`config.mk`:
```
export PLATFORM = sky130hd
export DESIGN_NAME = iop_ports
export DESIGN_NICKNAME = d
export VERILOG_FILES = /design/src/include/iop_pkg.sv /design/src/core/iop_level_mem.sv /design/src/core/iop_ports.sv
export SDC_FILE = /design/constraint.sdc
export NUM_CORES = 1
export LEC_CHECK = 0
export BUFFER_PORTS_ARGS = -buffer_cell sky130_fd_sc_hd__buf_2
export CORE_MARGIN = 3
export CORE_UTILIZATION = 30
export DETAILED_ROUTE_END_ITERATION = 8
export PLACE_DENSITY_LB_ADDON = 0.12
export SYNTH_ARGS = -nofsm -noshare
export SYNTH_HDL_FRONTEND = slang
export SYNTH_SLANG_ARGS = --single-unit
```
`constraint.sdc`:
```
create_clock -name clk_in -period 5.45 [get_ports clk_in]
set_clock_uncertainty 0.1 [all_clocks]
set_input_delay 0.545 -clock clk_in [delete_from_list [all_inputs] [get_ports clk_in]]
set_output_delay 0.545 -clock clk_in [all_outputs]
set_load 0.01 [all_outputs]
```
`src/include/iop_pkg.sv`:
```
// Constants, register map and state codes for the I/O ports and suspend control.
// Assumes a single 20 MHz core clock and the internal I/O read/write strobes.
package iop_pkg;
  // Clock rate and wake settle time.
  localparam int CLK_MHZ = 20;
  localparam int SETTLE_US = 1000;
  localparam int SETTLE_CYC = SETTLE_US * CLK_MHZ;
  localparam int CNT_W = 15;

  // Widths.
  localparam int NPIN = 32;
  localparam int NPORT = 4;
  localparam int NSINK = 8;
  localparam int LVL_W = 4;
  localparam int NSYNC = 42;

  // I/O addresses.
  localparam logic [7:0] A_PORT0 = 8'h00;
  localparam logic [7:0] A_IE0 = 8'h04;
  localparam logic [7:0] A_MODE = 8'h08;
  localparam logic [7:0] A_HCFG = 8'h09;
  localparam logic [7:0] A_SINK = 8'h30;
  localparam logic [7:0] A_LVL = 8'h38;
  localparam logic [7:0] A_PSC = 8'hFF;

  // Reset values.
  localparam logic [7:0] PORT_RST = 8'hFF;
  localparam logic [7:0] SINK_RST = 8'hFF;
  localparam logic [7:0] IE_RST = 8'h00;
  localparam logic [7:0] MODE_RST = 8'h00;
  localparam logic [7:0] HCFG_RST = 8'h00;
  localparam logic [7:0] PSC_RST = 8'h01;
  localparam logic [3:0] LVL_RST = 4'h0;
  localparam logic [7:0] RD_NONE = 8'h00;

  // Field positions.
  localparam int PSC_RUN = 0;
  localparam int PSC_SUSP = 3;
  localparam int RESV_PIN = 31;

  // Per-port drive modes, two bits per port in the mode register.
  localparam logic [1:0] MD_OD = 2'h0;
  localparam logic [1:0] MD_PU = 2'h1;
  localparam logic [1:0] MD_PP = 2'h2;

  // Parallel host width codes.
  localparam logic [1:0] HW_8 = 2'h1;
  localparam logic [1:0] HW_16 = 2'h2;
  localparam logic [1:0] HW_24 = 2'h3;

  typedef enum logic [4:0] {
    ST_RUN = 5'b00001,
    ST_SUSP = 5'b00010,
    ST_OSC = 5'b00100,
    ST_SETTLE = 5'b01000,
    ST_HALT = 5'b10000
  } iop_state_t;
endpackage

```
`src/core/iop_level_mem.sv`:
```
// Sink-level store: one 4-bit strength code per sink pin.
// Assumes writes come from the I/O write strobe on the core clock.
`timescale 1ns/1ps
module iop_level_mem (
  // Clock and reset.
  input wire logic clk_in,
  input wire logic rst_n_in,
  // Write port.
  input wire logic wr_in,
  input wire logic [2:0] idx_in,
  input wire logic [3:0] data_in,
  // All levels, registered.
  output logic [31:0] levels_out
);
  genvar g;
  generate
    for (g = 0; g < iop_pkg::NSINK; g++) begin : g_lvl
      always_ff @(posedge clk_in) begin
        if (!rst_n_in) begin
          levels_out[g*iop_pkg::LVL_W +: iop_pkg::LVL_W] <= iop_pkg::LVL_RST;
        end else if (wr_in && idx_in == 3'(g)) begin
          levels_out[g*iop_pkg::LVL_W +: iop_pkg::LVL_W] <= data_in;
        end
      end
    end
  endgenerate
endmodule

```
`src/core/iop_ports.sv`:
```
// General-purpose ports, current-sink port and suspend/wake sequencing.
// Assumes the core drives the I/O strobes on clk_in and that clk_in keeps running.
`timescale 1ns/1ps
// Operation
// RULE1: Suspend bit write enters suspend.
// RULE2: Suspend stops oscillator, PLL, timer, watchdog, core.
// RULE3: Only enabled pin or bus activity wakes.
// RULE4: Firmware keeps run bit set to resume.
// RULE5: Oscillator restarts; run 1 ms after stable.
// RULE6: Next instruction runs before any interrupt.
// RULE7: Thirty-one pins over four ports.
// RULE8: Per-port pull-up input, open-drain or push-pull.
// RULE9: Port data registers reset to ones.
// RULE10: Firmware zeroes unused open-drain bits.
// RULE11: Firmware zeroes unbonded port three bits.
// RULE12: Normal reads return present pin levels.
// RULE13: Host-mode reads return latched host data.
// RULE14: Reset leaves all pins high impedance.
// RULE15: Writing zero drives the pin low.
// RULE16: Sink bit one pulls up, zero sinks.
// RULE17: Per-pin sink level from sixteen values.
// RULE18: Suspend bit disables the current sinks.
// RULE19: Firmware loads sink port ones before suspend.
// RULE20: Sink data at 0x30, resets ones.
// RULE21: Reserved port three bit never drives.
module iop_ports #(
  parameter int SETTLE_CYC = iop_pkg::SETTLE_CYC
) (
  // Clock and reset.
  input wire logic clk_in,
  input wire logic rst_n_in,
  // Internal I/O bus.
  input wire logic [7:0] io_addr_in,
  input wire logic [7:0] io_wdata_in,
  input wire logic io_wr_in,
  input wire logic io_rd_in,
  output logic [7:0] io_rdata_out,
  // General-purpose pins.
  input wire logic [31:0] gpio_pin_in,
  output logic [31:0] gpio_drive_out,
  output logic [31:0] gpio_oe_out,
  output logic [31:0] gpio_pullup_out,
  // Parallel host latched data for ports 0, 1 and 3.
  input wire logic [23:0] host_latch_in,
  // Current-sink port.
  input wire logic [7:0] sink_pin_in,
  output logic [7:0] sink_en_out,
  output logic [7:0] sink_pullup_out,
  output logic [31:0] sink_level_out,
  // Wake sources, clock status and instruction retire.
  input wire logic usb_activity_in,
  input wire logic osc_stable_in,
  input wire logic instr_retire_in,
  // Power and core control.
  output logic osc_en_out,
  output logic pll_en_out,
  output logic timer_en_out,
  output logic watchdog_counter_en_out,
  output logic core_en_out,
  output logic suspended_out,
  output logic irq_hold_out
);
  function automatic logic host_on(input logic [1:0] w, input int p);
    host_on = (p == 0 && w != 2'h0) || (p == 1 && (w == iop_pkg::HW_16 || w == iop_pkg::HW_24))
              || (p == 3 && w == iop_pkg::HW_24);
  endfunction

  // Pin synchronisers: a change is taken once the second and third stages agree.
  logic [41:0] s1_q, s2_q, s3_q, filt_q;
  wire [41:0] async_w = {usb_activity_in, osc_stable_in, sink_pin_in, gpio_pin_in};
  always_ff @(posedge clk_in) begin
    if (!rst_n_in) begin
      s1_q <= '0;
      s2_q <= '0;
      s3_q <= '0;
      filt_q <= '0;
    end else begin
      s1_q <= async_w;
      s2_q <= s1_q;
      s3_q <= s2_q;
      filt_q <= (s2_q & s3_q) | (filt_q & (s2_q | s3_q));
    end
  end
  wire [31:0] pin_w = filt_q[31:0];
  wire osc_ok_w = filt_q[40];
  wire usb_act_w = filt_q[41];

  // Registers.
  logic [31:0] port_q, ie_q;
  logic [7:0] mode_q, hcfg_q, sink_q, psc_q;
  iop_pkg::iop_state_t st_q, st_d;
  logic [14:0] cnt_q;
  logic hold_q;

  wire wr_mode_w = io_wr_in && io_addr_in == iop_pkg::A_MODE;
  wire wr_hcfg_w = io_wr_in && io_addr_in == iop_pkg::A_HCFG;
  wire wr_sink_w = io_wr_in && io_addr_in == iop_pkg::A_SINK;
  wire wr_psc_w = io_wr_in && io_addr_in == iop_pkg::A_PSC;
  wire wr_lvl_w = io_wr_in && io_addr_in[7:3] == iop_pkg::A_LVL[7:3];
  wire [1:0] hw_w = hcfg_q[1:0];
  wire susp_bit_w = psc_q[iop_pkg::PSC_SUSP];
  wire run_bit_w = psc_q[iop_pkg::PSC_RUN];
  wire pin_wake_w = |(ie_q & ~pin_w);
  wire wake_w = pin_wake_w || usb_act_w;
  localparam logic [14:0] CNT_LAST = 15'(SETTLE_CYC - 1);
  wire settle_done_w = cnt_q == CNT_LAST;

  genvar p, b;
  generate
    for (p = 0; p < iop_pkg::NPORT; p++) begin : g_port
      wire wr_d = io_wr_in && io_addr_in == iop_pkg::A_PORT0 + 8'(p);
      wire wr_e = io_wr_in && io_addr_in == iop_pkg::A_IE0 + 8'(p);
      always_ff @(posedge clk_in) begin
        if (!rst_n_in) begin
          port_q[8*p +: 8] <= iop_pkg::PORT_RST; // RULE9
          ie_q[8*p +: 8] <= iop_pkg::IE_RST;
        end else begin
          if (wr_d) begin
            port_q[8*p +: 8] <= io_wdata_in;
          end
          if (wr_e) begin
            ie_q[8*p +: 8] <= io_wdata_in;
          end
        end
      end
    end
    // Pin drivers; the reset state is open-drain with ones, so nothing is driven.
    for (b = 0; b < iop_pkg::NPIN; b++) begin : g_pin // RULE7
      wire [1:0] md = mode_q[2*(b/8) +: 2];
      wire pp = md[1];
      wire resv = b == iop_pkg::RESV_PIN;
      assign gpio_oe_out[b] = !resv && (pp || (md == iop_pkg::MD_OD && !port_q[b])); // RULE8 RULE14 RULE15 RULE21
      assign gpio_drive_out[b] = !resv && pp && port_q[b]; // RULE8 RULE15
      assign gpio_pullup_out[b] = !resv && md == iop_pkg::MD_PU; // RULE8
    end
  endgenerate

  always_ff @(posedge clk_in) begin
    if (!rst_n_in) begin
      mode_q <= iop_pkg::MODE_RST;
      hcfg_q <= iop_pkg::HCFG_RST;
      sink_q <= iop_pkg::SINK_RST; // RULE20
    end else begin
      if (wr_mode_w) begin
        mode_q <= io_wdata_in;
      end
      if (wr_hcfg_w) begin
        hcfg_q <= io_wdata_in;
      end
      if (wr_sink_w) begin
        sink_q <= io_wdata_in; // RULE20
      end
    end
  end

  // Sink port: pull-up on one, current sink on zero, sinks off while suspend is set.
  assign sink_pullup_out = sink_q; // RULE16
  assign sink_en_out = ~sink_q & {8{!susp_bit_w}}; // RULE16 RULE18

  iop_level_mem u_lvl (
    .clk_in(clk_in),
    .rst_n_in(rst_n_in),
    .wr_in(wr_lvl_w),
    .idx_in(io_addr_in[2:0]),
    .data_in(io_wdata_in[3:0]),
    .levels_out(sink_level_out)
  ); // RULE17

  // Read selection: pins normally, host latches where host mode owns the port.
  wire [7:0] rd0_w = host_on(hw_w, 0) ? host_latch_in[7:0] : pin_w[7:0]; // RULE12 RULE13
  wire [7:0] rd1_w = host_on(hw_w, 1) ? host_latch_in[15:8] : pin_w[15:8]; // RULE12 RULE13
  wire [7:0] rd3_w = host_on(hw_w, 3) ? host_latch_in[23:16] : pin_w[31:24]; // RULE12 RULE13
  logic [7:0] rd_w;
  always_comb begin
    unique case (io_addr_in)
      iop_pkg::A_PORT0: rd_w = rd0_w;
      iop_pkg::A_PORT0 + 8'h01: rd_w = rd1_w;
      iop_pkg::A_PORT0 + 8'h02: rd_w = pin_w[23:16]; // RULE12
      iop_pkg::A_PORT0 + 8'h03: rd_w = rd3_w;
      iop_pkg::A_IE0: rd_w = ie_q[7:0];
      iop_pkg::A_IE0 + 8'h01: rd_w = ie_q[15:8];
      iop_pkg::A_IE0 + 8'h02: rd_w = ie_q[23:16];
      iop_pkg::A_IE0 + 8'h03: rd_w = ie_q[31:24];
      iop_pkg::A_MODE: rd_w = mode_q;
      iop_pkg::A_HCFG: rd_w = hcfg_q;
      iop_pkg::A_SINK: rd_w = sink_q;
      iop_pkg::A_PSC: rd_w = psc_q;
      default: rd_w = iop_pkg::RD_NONE;
    endcase
  end
  always_ff @(posedge clk_in) begin
    if (!rst_n_in) begin
      io_rdata_out <= iop_pkg::RD_NONE;
    end else if (io_rd_in) begin
      io_rdata_out <= rd_w;
    end
  end

  // Suspend sequencing. Hardware clears the suspend bit as the wake begins.
  always_comb begin
    st_d = st_q;
    unique case (st_q)
      iop_pkg::ST_RUN: if (susp_bit_w) st_d = iop_pkg::ST_SUSP; // RULE1
      iop_pkg::ST_SUSP: if (wake_w) st_d = iop_pkg::ST_OSC; // RULE3
      iop_pkg::ST_OSC: if (osc_ok_w) st_d = iop_pkg::ST_SETTLE; // RULE5
      iop_pkg::ST_SETTLE: if (settle_done_w) st_d = run_bit_w ? iop_pkg::ST_RUN : iop_pkg::ST_HALT; // RULE4 RULE5
      iop_pkg::ST_HALT: st_d = iop_pkg::ST_HALT;
      default: st_d = iop_pkg::ST_RUN;
    endcase
  end
  always_ff @(posedge clk_in) begin
    if (!rst_n_in) begin
      st_q <= iop_pkg::ST_RUN;
      cnt_q <= '0;
      psc_q <= iop_pkg::PSC_RST;
      hold_q <= 1'b0;
    end else begin
      st_q <= st_d;
      cnt_q <= (st_q == iop_pkg::ST_SETTLE) ? cnt_q + 15'h0001 : '0; // RULE5
      if (wr_psc_w) begin
        psc_q <= io_wdata_in; // RULE1
      end else if (st_q == iop_pkg::ST_SUSP && wake_w) begin
        psc_q[iop_pkg::PSC_SUSP] <= 1'b0;
      end
      // Holding interrupts until one instruction retires keeps the post-suspend order.
      if (st_q == iop_pkg::ST_RUN && susp_bit_w) begin
        hold_q <= 1'b1; // RULE6
      end else if (st_q == iop_pkg::ST_RUN && instr_retire_in) begin
        hold_q <= 1'b0; // RULE6
      end
    end
  end

  wire in_run_w = st_q == iop_pkg::ST_RUN;
  assign suspended_out = st_q == iop_pkg::ST_SUSP;
  assign osc_en_out = !suspended_out; // RULE2 RULE5
  assign pll_en_out = !suspended_out; // RULE2
  assign timer_en_out = in_run_w; // RULE2
  assign watchdog_counter_en_out = in_run_w; // RULE2
  assign core_en_out = in_run_w; // RULE2
  assign irq_hold_out = hold_q; // RULE6
endmodule

```
After elaboration in Yosys (flattened, before gate mapping)
Cells that the tools add are included.
{"block": "classes", "addsub": 1, "eq_ne": 35, "n_mux": 14, "bitwise": 8, "n_reduce_logical": 164}
{"operator": "case mux 8 bit (12 select lines)", "n": 1}
{"operator": "logical AND 1 bit", "n": 86}
{"operator": "AND 42 bit", "n": 2}
{"operator": "bitwise OR 42 bit", "n": 2}
{"operator": "zero test 1 bit", "n": 33}
{"operator": "logical OR 1 bit", "n": 33}
{"operator": "AND 32 bit", "n": 1}
{"operator": "equality test 8 x 3 -> 1 bit (second input constant)", "n": 4}
{"operator": "inverter 32 bit", "n": 1}
{"operator": "OR reduction 32 bit", "n": 1}
{"operator": "two-way mux 5 bit", "n": 5}
{"operator": "case mux 5 bit (5 select lines)", "n": 1}
{"operator": "two-way mux 8 bit", "n": 3}
{"operator": "equality test 8 x 2 -> 1 bit (second input constant)", "n": 2}
{"operator": "equality test 8 x 4 -> 1 bit (second input constant)", "n": 2}
{"operator": "adder 15 x 1 -> 15 bit (second input constant)", "n": 1}
{"operator": "equality test 15 bit (second input constant)", "n": 1}
{"operator": "equality test 3 bit (second input constant)", "n": 4}
{"operator": "equality test 5 x 3 -> 1 bit (second input constant)", "n": 2}
{"operator": "AND 8 bit", "n": 1}
{"operator": "equality test 2 x 1 -> 1 bit (second input constant)", "n": 4}
{"operator": "equality test 8 x 1 -> 1 bit (second input constant)", "n": 1}
{"operator": "equality test 8 x 6 -> 1 bit (second input constant)", "n": 1}
{"operator": "equality test 8 bit (second input constant)", "n": 1}
{"operator": "17 further kinds", "n": 29}
{"block": "totals", "regBits": 324, "in_bits": 87, "out_inout_bits": 159, "word_cells": 251}

Depth between registers and ports, before layout
Gate-level depths: netlist of the first run.
{"block": "logic_depth", "depth_word": 7, "mapped_depth": 7}

Cells and area by module
From an unflattened synthesis of the first run, not the netlist that was laid out.
{"block": "unflattened", "cells_unflattened": 1325, "area_unflattened_um2": 12124.1}
{"module": "iop_ports", "n_inst": 1, "cells_per_inst": 1206, "area_each_um2": 10869.2, "seq_area_each_um2": 5205.0}
{"module": "iop_level_mem", "n_inst": 1, "cells_per_inst": 119, "area_each_um2": 1255.0, "seq_area_each_um2": 640.6}

Least setup slack after synthesis of the first run
No wires, ideal clock.
{"block": "synth_path", "kind": "input-to-reg", "start": "input io_addr_in[4]", "end": "register ie_q[0]", "arrival_time_ns": 2.025, "required_ns": 5.222, "path_slack_ns": 3.197, "stages": 6, "n_path_buf": 1, "path_cell_list": "or4_4 -> nor2_2 -> buf_2 -> nand3_2 -> mux2i_1 -> nor2_1"}
{"block": "synth_via", "elab_chain_cells": 2}
{"element": "from (decl)", "line_no": "iop_ports.sv:33", "source": "input wire logic [7:0] io_addr_in,"}
{"element": "equality test 8 x 3 -> 1 bit", "line_no": "iop_ports.sv:112", "source": "wire wr_e = io_wr_in && io_addr_in == iop_pkg::A_IE0 + 8'(p);"}
{"element": "logical AND 1 bit", "line_no": "iop_ports.sv:112"}
{"element": "to (signal, indexed assignment)", "line_no": "iop_ports.sv:116", "source": "ie_q[8*p +: 8] <= iop_pkg::IE_RST;"}
{"element": "to (signal, indexed assignment)", "line_no": "iop_ports.sv:122", "source": "ie_q[8*p +: 8] <= io_wdata_in;"}
{"element": "to (decl)", "line_no": "iop_ports.sv:89", "source": "logic [31:0] port_q, ie_q;"}
Every way passes these cells.
A chain may end at the register's enable or synchronous reset.

Final worst setup path of the first run
{"block": "layout_path", "start": "input io_addr_in[4]", "end": "register io_rdata_out[5]"}
{"block": "layout_via", "elab_chain_cells": 2, "word_cells_on_any_way": 13, "classes_between": "11 x eq/ne; 1 x mux; 1 x reduce/logical"}
{"element": "equality test 8 bit (tied with other cells)", "line_no": "iop_ports.sv:175", "source": "unique case (io_addr_in)"}
{"element": "case mux 8 bit (12 select lines) *", "line_no": "iop_ports.sv:175"}
{"element": "to (signal assigned)", "line_no": "iop_ports.sv:193", "source": "io_rdata_out <= iop_pkg::RD_NONE;"}
{"element": "to (signal assigned)", "line_no": "iop_ports.sv:195", "source": "io_rdata_out <= rd_w;"}
{"element": "to (decl)", "line_no": "iop_ports.sv:37", "source": "output logic [7:0] io_rdata_out,"}
Mark *: on every way between the ends. The rest lies on a longest branch, timed or not.

==> run metrics, run 1 <==
status complete, no violations; most frequent cell after synthesis dfxtp_1; Rel. slew slack 0.283; fin nets approximately 1600; Die Ht between 200 and 250 um; number of global-route vias before repair between 9000 and 10000; initial core utilization 0.306; Core ar. ~40000 um^2; Post-CTS Hold Buffers 0; Max H-tree Level 2; total of max-cap violations 0; WS Path Type input pin to flip-flop; EDFF count, synth 0; Layout Utilization 0.367; HPWL after DPL between 20000 and 30000 um; post-cts sizing count 0; DRT Wirelength between 30000 and 40000 um; area grow syn2layout 19.8%; highest net fanout along the worst path 24; DIE WIDTH ~210 um; initial drt markers ~650; setup_tns 0 ns; Final Cycle Share 0.486; ratio of cells with drive above 1 in the final layout 0.201; leak pwr roughly 6.0 nW; RSZ-0062 raised after global routing false; clock sinks around 300; crit start category input pin; first-pass GRT wire length between 50000 and 60000 um; number of antenna violations at the first check in global routing 1; Worst Hold Class input pin to flip-flop; share of the synthesized area in the top cell type 0.490; cell taking the most area after synthesis dfxtp_1; HP Start gpio_pin_in[9]; Hold Fails Final Rpt 0; Critical Path AT about 3.0 ns; later-pin clock latency in the skew report around 0.52 ns; Post CTS Setup Buffer Count 0; Min Hold Slack 0.143 ns; Mapped Cells 1384; register area share after synthesis 0.490; CTS tree yes; Placer Congestion ~0.87; die area ~42000 um^2; most common library cells after synthesis 292 x dfxtp_1, 212 x nand2_1, 138 x and2_1, 101 x a21oi_1, 90 x o21ai_0; Critical R2R Launch filt_q[31]; gr usage total 0.175; Syn Std Cell Area roughly 12000 um^2; Worst-Margin Slew 1.05 ns; WL/cell 18.2 um; total congestion overflow 0; CP Launch Point io_addr_in[4]; FP Rows just over 70; CP Data Required Time slightly below 6 ns; Port Buffers between 200 and 250; f_max 378 MHz; drc violations 0; Unique masters post-synth 65; top cells by area, synth dfxtp_1 49%, and2_1 7.2%, nand2_1 6.7%; Worst VDD drop 0.000194 V; Final Max Tran Viols 0; Final setup viols 0; Tmin final around 2.6 ns; Mapped Avg Cell Area approximately 8.6 um^2; power per cell area 318 nW/um^2; vias post-DR 10100; reg2reg setup slack between 2 and 3 ns; Post-synth top flop dfxtp_1; TritonCTS buffer count 35; routed vias/inst roughly 4.8; Clock Pin Slew Worst Setup and Hold Paths 0.06 ns; post-synthesis register bit count just under 300; ys async rst share 0; # IOs approximately 250; largest net degree at the start of global routing 108; First-pass DRT Iterations 5; worst setup margin around 2.8 ns; Worst Setup End Kind flip-flop; Synth warnings 0; Clock Path Buffers 3; Root Buffer clkbuf_16; ANT nets after route 0; worst slack, placed ~2.3 ns
power breakdown:
| group | internal [mW] | switching (mW) |
|---|---|---|
| Combinational | 0.0570 | 0.128 |
| Sequential | 2.17 | 0.0162 |
| Clock | 1.28 | 0.883 |
| Total | 3.51 | 1.03 |
sequential cells by signal (all words and copies together) (netlist names), 5 cells and up:
signal and flops:
st_q 5, u_lvl.levels_out 32, psc_q 8, port_q 31
cnt_q 15, io_rdata_out 8, filt_q 34, s2_q 34
sink_pullup_out 8, mode_q 8, ie_q 32, hcfg_q 8
s3_q 34, s1_q 34
cells in the final DEF, fill, tap and decap left out, drive strengths merged, types with 7 or more instances in the layout:
| master | n |
|---|---|
| dfxtp | 292 |
| and2 | 138 |
| xor2 | 7 |
| clkinv | 7 |
| nor2 | 82 |
| o21ai | 90 |
| mux2i | 53 |
| nand2b | 7 |
| clkbuf | 50 |
| a21oi | 101 |
| nand2 | 212 |
| nand4 | 9 |
| a31oi | 7 |
| mux2 | 7 |
| nand3 | 73 |
| o22ai | 11 |
| nor2b | 16 |
| o21bai | 31 |
| nor3 | 11 |
| a221oi | 7 |
| buf | 242 |
| inv | 27 |
| and3 | 10 |
critical path: stages:
cell	delay, ns
buf_2	0.13
nor4_2	0.70
nand3_2	0.64
or3_1	0.54
a32o_1	0.30
a31oi_1	0.13
area by class of cell:
class / count / area (um^2)
repair buffers: 242 / 1230
multi-input cells: 948 / 5410
inverters: 27 / 103
clock inverters: 9 / 76.3
diodes: 1 / 2.50
well taps: 518 / 648
flip-flops and latches: 292 / 5850
fillers: 4106 / 24600
clock buffers: 50 / 972
worst paths after layout:
kind	depth (start not counted)	end
worst max-delay path	6	io_rdata_out[5]
worst min-delay path	2	s1_q[9]
worst max register to register	5	psc_q[3]
worst min register to register	1	s2_q[31]
kinds of logic (layout without fill, tap and decap cells):
family	count (synthesis)	after routing	synth area share
simple gates	581	581	0.242
buf+inv	146	328	0.0570
compound gates	288	288	0.145
xor+xnor	13	13	0.00955
fa+ha+maj	1	1	0.00105
flops	292	292	0.490
other cells	1	4	0.000314
mux	62	62	0.0549
metrics by stage:
stage | instances | power, mW | instance area, um^2
after global placement | 2027 | 2.42 | 13200
after floorplan | 1386 | 2.33 | 11900
after global routing | 2087 | 4.72 | 14300
final | 2087 | 4.54 | 14300
after CTS | 2086 | 4.61 | 14300
after detailed placement | 2027 | 2.42 | 13200
layer usage:
layer | vias up | global-route usage | share of wire
li1 | 5001 | - | -
met1 | 4746 | 0.237 | 0.45
met2 | 297 | 0.288 | 0.47
met3 | 53 | 0.0297 | 0.059
met4 | 0 | 0.0491 | 0.021
met5 | - | 0 | 0
No activity file was read; power rests on OpenSTA's default activity.
==> run 2, diff against run 1 <==
- clock period: 5.45 -> 2.5 ns (I/O delays scaled with it)
==> run metrics, run 2 (same netlist as run 1, synthesis figures left out) <==
status complete, no violations; Worst Setup End Kind flip-flop; Worst VDD drop ~0.00034 V; Root Buffer clkbuf_16; Sequential Power Share 0.465; number of antenna violations at the first check in global routing 0; placed insts a little over 2000; Max H-tree Level 2; Post CTS Setup Buffer Count 0; worst setup margin 0.290 ns; initial core utilization 0.306; Worst-Margin Slew between 0.6 and 0.7 ns; most frequent cells in the layout 292 x dfxtp_1, 233 x buf_2, 212 x nand2_1; CTS tree yes; gr usage total 0.178; ANT nets after route 0; final instance area ~15000 um^2; FP Rows between 70 and 80; total of max-cap violations 0; fin nets roughly 1700; Clock Pin Slew Worst Setup and Hold Paths 0.06 ns; First-pass DRT Iterations 5; Core ar. slightly below 40000 um^2; CP Data Required Time 2.85 ns; setup_tns 0 ns; P_int 7.95 mW; first-pass GRT wire length 58200 um; later-pin clock latency in the skew report ~0.52 ns; worst slack, placed around 0.14 ns; Final setup viols 0; initial drt markers 703; number of global-route vias before repair just under 10000; RSZ-0062 raised after global routing false; Comb pwr share 0.046; ratio of cells with drive above 1 in the final layout 0.217; ant diodes 0; leak pwr between 6 and 7 nW; highest net fanout along the worst path 4; Hold Path Cell Cnt 3; commonest non-fill, non-tap cell in the layout dfxtp_1; Hold Fails Final Rpt 0; Clock Path Buffers 3; clock sinks slightly below 300; Final Max Tran Viols 0; TritonCTS buffer count 35; routed vias/inst 4.80; Rel. slew slack 0.534; Filler cells a little over 4000; Placer Congestion between 0.9 and 1; R2R cell count 7; largest net degree at the start of global routing approximately 80; DRT Wirelength approximately 39000 um; Port Buffers 234; Final Cycle Share 0.884; f_max about 450 MHz; # IOs around 250; Tmin final about 2.2 ns; post-route insts no fill 2161; Die Ht 205 um; power per cell area 682 nW/um^2; WS Path Type flip-flop to flip-flop; die area 42200 um^2; area grow syn2layout 26.0%; Worst Hold Class input pin to flip-flop; Post-CTS Hold Buffers 35; vias post-DR around 10000; Clock power frac 0.489; drc violations 0; HPWL after DPL approximately 28000 um; DIE WIDTH between 200 and 250 um; Power, Total ~10 mW; total congestion overflow 0; Sw Share 0.224; Critical Path AT 2.56 ns; WL/cell 17.9 um; net switching power ~2.3 mW; post-cts sizing count 0; crit start category flip-flop; dpl cell area 13500 um^2
run 2: changes by cell type in the layout (fill, tap and decap cells not counted):
cell,before,now
buf_12,0,2
clkinv_2,7,4
clkbuf_8,4,8
diode_2,1,0
inv_6,1,4
buf_4,9,44
dlygate4sd3_1,0,35
bufinv_16,1,2
clkbuf_1,11,9
run 2: power by group through the flow:
| stage | Clock [mW] | Sequential [mW] | Combinational, mW |
|---|---|---|---|
| detailed placement | 0 | 4.87 | 0.429 |
| finish | 5.01 | 4.76 | 0.468 |
| floorplan | 0 | 4.85 | 0.230 |
| CTS | 5.16 | 4.76 | 0.472 |
| global placement | 0 | 4.86 | 0.429 |
| global route | 5.35 | 4.77 | 0.509 |
run 2: metrics by stage:
stage / utilization / hold slack, ns
global placement: 0.348 / 0.315
finish: 0.386 / 0.0541
CTS: 0.386 / 0.0496
global route: 0.386 / 0.0680
floorplan: - / 0.277
detailed placement: 0.348 / 0.317
run 2: worst max-delay path, stage by stage, from the launching register on:
cell	delay, ns
dfxtp_1	0.44
nor2b_1	0.07
a2111oi_0	0.46
buf_4	0.20
nand4_1	0.07
nor4_1	0.45
buf_4	0.20
a41o_1	0.16
run 2: final timing paths:
| kind | from | end | slack [ns] |
|---|---|---|---|
| setup / recovery | filt_q[2] | psc_q[3] | 0.29 |
| hold / removal | rst_n_in | st_q[2] | 0.05 |
| setup reg to reg | filt_q[2] | psc_q[3] | 0.29 |
| hold reg to reg | s1_q[10] | s2_q[10] | 0.33 |
run 2: area by class of cell:
type	instances	area, um^2	share of cell area
clock inverter	10	118	0.00783
tap	518	648	0.0431
multi-input combinational	948	5410	0.360
inverter	27	103	0.00683
timing repair buffer	314	1890	0.126
sequential	292	5850	0.389
clock buffer	52	1020	0.0679
run 2: per-layer routing:
metal | routed length [um] | track usage | up-vias
met1 | 17200 | 0.236 | 4800
li1 | - | - | 5144
met4 | 1130 | 0.0581 | 0
met3 | 2580 | 0.0307 | 68
met5 | 0 | 0 | -
met2 | 17900 | 0.296 | 355
==> run 3, diff against run 2 <==
- SYNTH_HIERARCHICAL: unset -> 1
==> run metrics, run 3 <==
Worst VDD drop between 0.0003 and 0.0004 V; Root Buffer clkbuf_16; f_max around 440 MHz; most common library cells after synthesis 292 x dfxtp_1, 198 x nand2_1, 135 x and2_1, 90 x mux2i_1, 69 x nor2b_1; total of max-cap violations 0; DIE WIDTH 207 um; gr usage total 0.172; DRT Wirelength between 30000 and 40000 um; Clock Path Buffers 3; first-pass GRT wire length between 50000 and 60000 um; Mapped Avg Cell Area 9.15 um^2; dpl cell area 13800 um^2; cell taking the most area after synthesis dfxtp_1; EDFF count, synth 0; Clock Pin Slew Worst Setup and Hold Paths ~0.06 ns; register area share after synthesis 0.482; die area approximately 43000 um^2; FP Rows 73; Worst Hold Class input pin to flip-flop; Critical Path AT ~2.6 ns; Mapped Cells approximately 1300; Synth warnings 6; highest net fanout along the worst path 7; Syn Std Cell Area roughly 12000 um^2; Port Buffers between 200 and 250; share of the synthesized area in the top cell type 0.482; later-pin clock latency in the skew report slightly above 0.5 ns; First-pass DRT Iterations 5; Placer Congestion 0.886; TritonCTS buffer count 35; Worst Setup End Kind flip-flop; top cells by area, synth dfxtp_1 48%, mux2i_1 7.4%, and2_1 7.0%; Hold Fails Final Rpt 0; CP Data Required Time ~2.8 ns; CTS tree yes; final instance area 15300 um^2; total congestion overflow 0; Tmin final 2.25 ns; WS Path Type flip-flop to flip-flop; Unique masters post-synth between 60 and 70; ys async rst share 0; ratio of cells with drive above 1 in the final layout 0.225; Worst-Margin Slew 0.811 ns; largest net degree at the start of global routing between 100 and 150; number of global-route vias before repair 9592; ANT nets after route 0; Rel. slew slack 0.459; Post-synth top flop dfxtp_1; fin nets 1655; DR top layer met5; most frequent cells in the layout 292 x dfxtp_1, 233 x buf_2, 198 x nand2_1; clock sinks 292; Final Cycle Share 0.902; initial drt markers between 600 and 700; setup_tns 0 ns; number of antenna violations at the first check in global routing 3; WL/cell ~18 um; leak pwr between 6 and 7 nW; area grow syn2layout 26.0%; Post CTS Setup Buffer Count 0; most frequent cell after synthesis dfxtp_1; RSZ-0062 raised after global routing false; metal2 WL around 17000 um; status complete, no violations; routed vias/inst 4.68; power per cell area between 600 and 700 nW/um^2; Met3 Wirelength 2150 um; Core ar. approximately 40000 um^2; post-synthesis register bit count 292; commonest non-fill, non-tap cell in the layout dfxtp_1; Final Max Tran Viols 0; drc violations 0; initial core utilization 0.304; vias post-DR slightly below 10000; Max H-tree Level 2; # IOs about 250; Filler cells ~4000; Die Ht between 200 and 250 um; crit start category flip-flop; Final setup viols 0; wl on met1 between 15000 and 20000 um; HPWL after DPL around 27000 um
[run 3: changes by cell type after synthesis, sizes merged, moves of 11 or more]
cell	before	now
a21oi	101	17
a21boi	0	50
nand2	212	198
a22oi	5	16
nor2	82	53
nor2b	16	69
clkbuf	77	62
o21ai	90	55
inv	26	14
mux2i	53	90
[run 3: path summary, 6_finish.rpt]
| check | from | end | slack (ns) | depth (start not counted) |
|---|---|---|---|---|
| worst min register to register | s1_q[31] | s2_q[31] | 0.33 | 1 |
| worst max-delay path | hcfg_q[1] | io_rdata_out[0] | 0.25 | 6 |
| worst max register to register | hcfg_q[1] | io_rdata_out[0] | 0.25 | 6 |
| worst min-delay path | rst_n_in | u_lvl/levels_out[9] | 0.04 | 3 |
[run 3: worst max-delay path, cell delays in order, from the launching register on]
cell      delay [ns]
dfxtp_1         0.55
nand2_1         0.26
buf_4           0.24
mux2_2          0.31
a221oi_1        0.28
o211ai_1        0.17
a22o_1          0.23
[run 3: cell families (layout without fill, tap and decap cells)]
kind of cell,count (synthesis),count (layout),share of synthesized area
AND/OR/NAND/NOR,571,571,0.246
flip-flops,292,292,0.482
AO/OA/AOI/OAI,223,223,0.126
buffers and inverters,126,391,0.0530
multiplexers,99,99,0.0827
XOR/XNOR,12,12,0.00867
adder cells (fa/ha/maj),1,1,0.00103
other,1,4,0.000309
[run 3: area by class of cell]
| type | count | area (um^2) | share of cell area |
|---|---|---|---|
| diodes | 1 | 2.50 | 0.000164 |
| clock buffers | 49 | 998 | 0.0654 |
| clock inverters | 13 | 154 | 0.0101 |
| inverters | 14 | 52.6 | 0.00344 |
| multi-input cells | 909 | 5650 | 0.370 |
| flip-flops and latches | 292 | 5850 | 0.383 |
| well taps | 525 | 657 | 0.0430 |
| repair buffers | 315 | 1910 | 0.125 |
[run 3: timing repair]
action                     in CTS  in global routing
hold buffers                   36                  0
gates resized for setup         0                  1
setup endpoints to repair       0                  1
hold endpoints to repair       37                  0
[run 3: report_power, final]
part	total (mW)	switching, mW	internal [mW]
combinational	0.488	0.281	0.206
clock	5.07	1.97	3.10
sequential	4.77	0.0348	4.73
total	10.3	2.28	8.04
[run 3: through the flow]
| step | setup WS, ns | hold slack, ns | util | std cells | power (mW) |
|---|---|---|---|---|---|
| floorplan | 0.326 | 0.277 | - | 1327 | 5.12 |
| global placement | 0.183 | 0.318 | 0.345 | 2019 | 5.32 |
| detailed placement | 0.163 | 0.317 | 0.345 | 2019 | 5.32 |
| CTS | 0.231 | 0.0184 | 0.383 | 2117 | 10.5 |
| global route | 0.166 | 0.0377 | 0.383 | 2117 | 10.7 |
| finish | 0.246 | 0.0434 | 0.383 | 2118 | 10.3 |
[run 3: per-layer routing]
metal  vias to the layer above  global-route usage
met4                         4              0.0442
met3                        55              0.0336
met1                      4592               0.239
met5                         -                   0
li1                       4955                   -
met2                       304               0.276
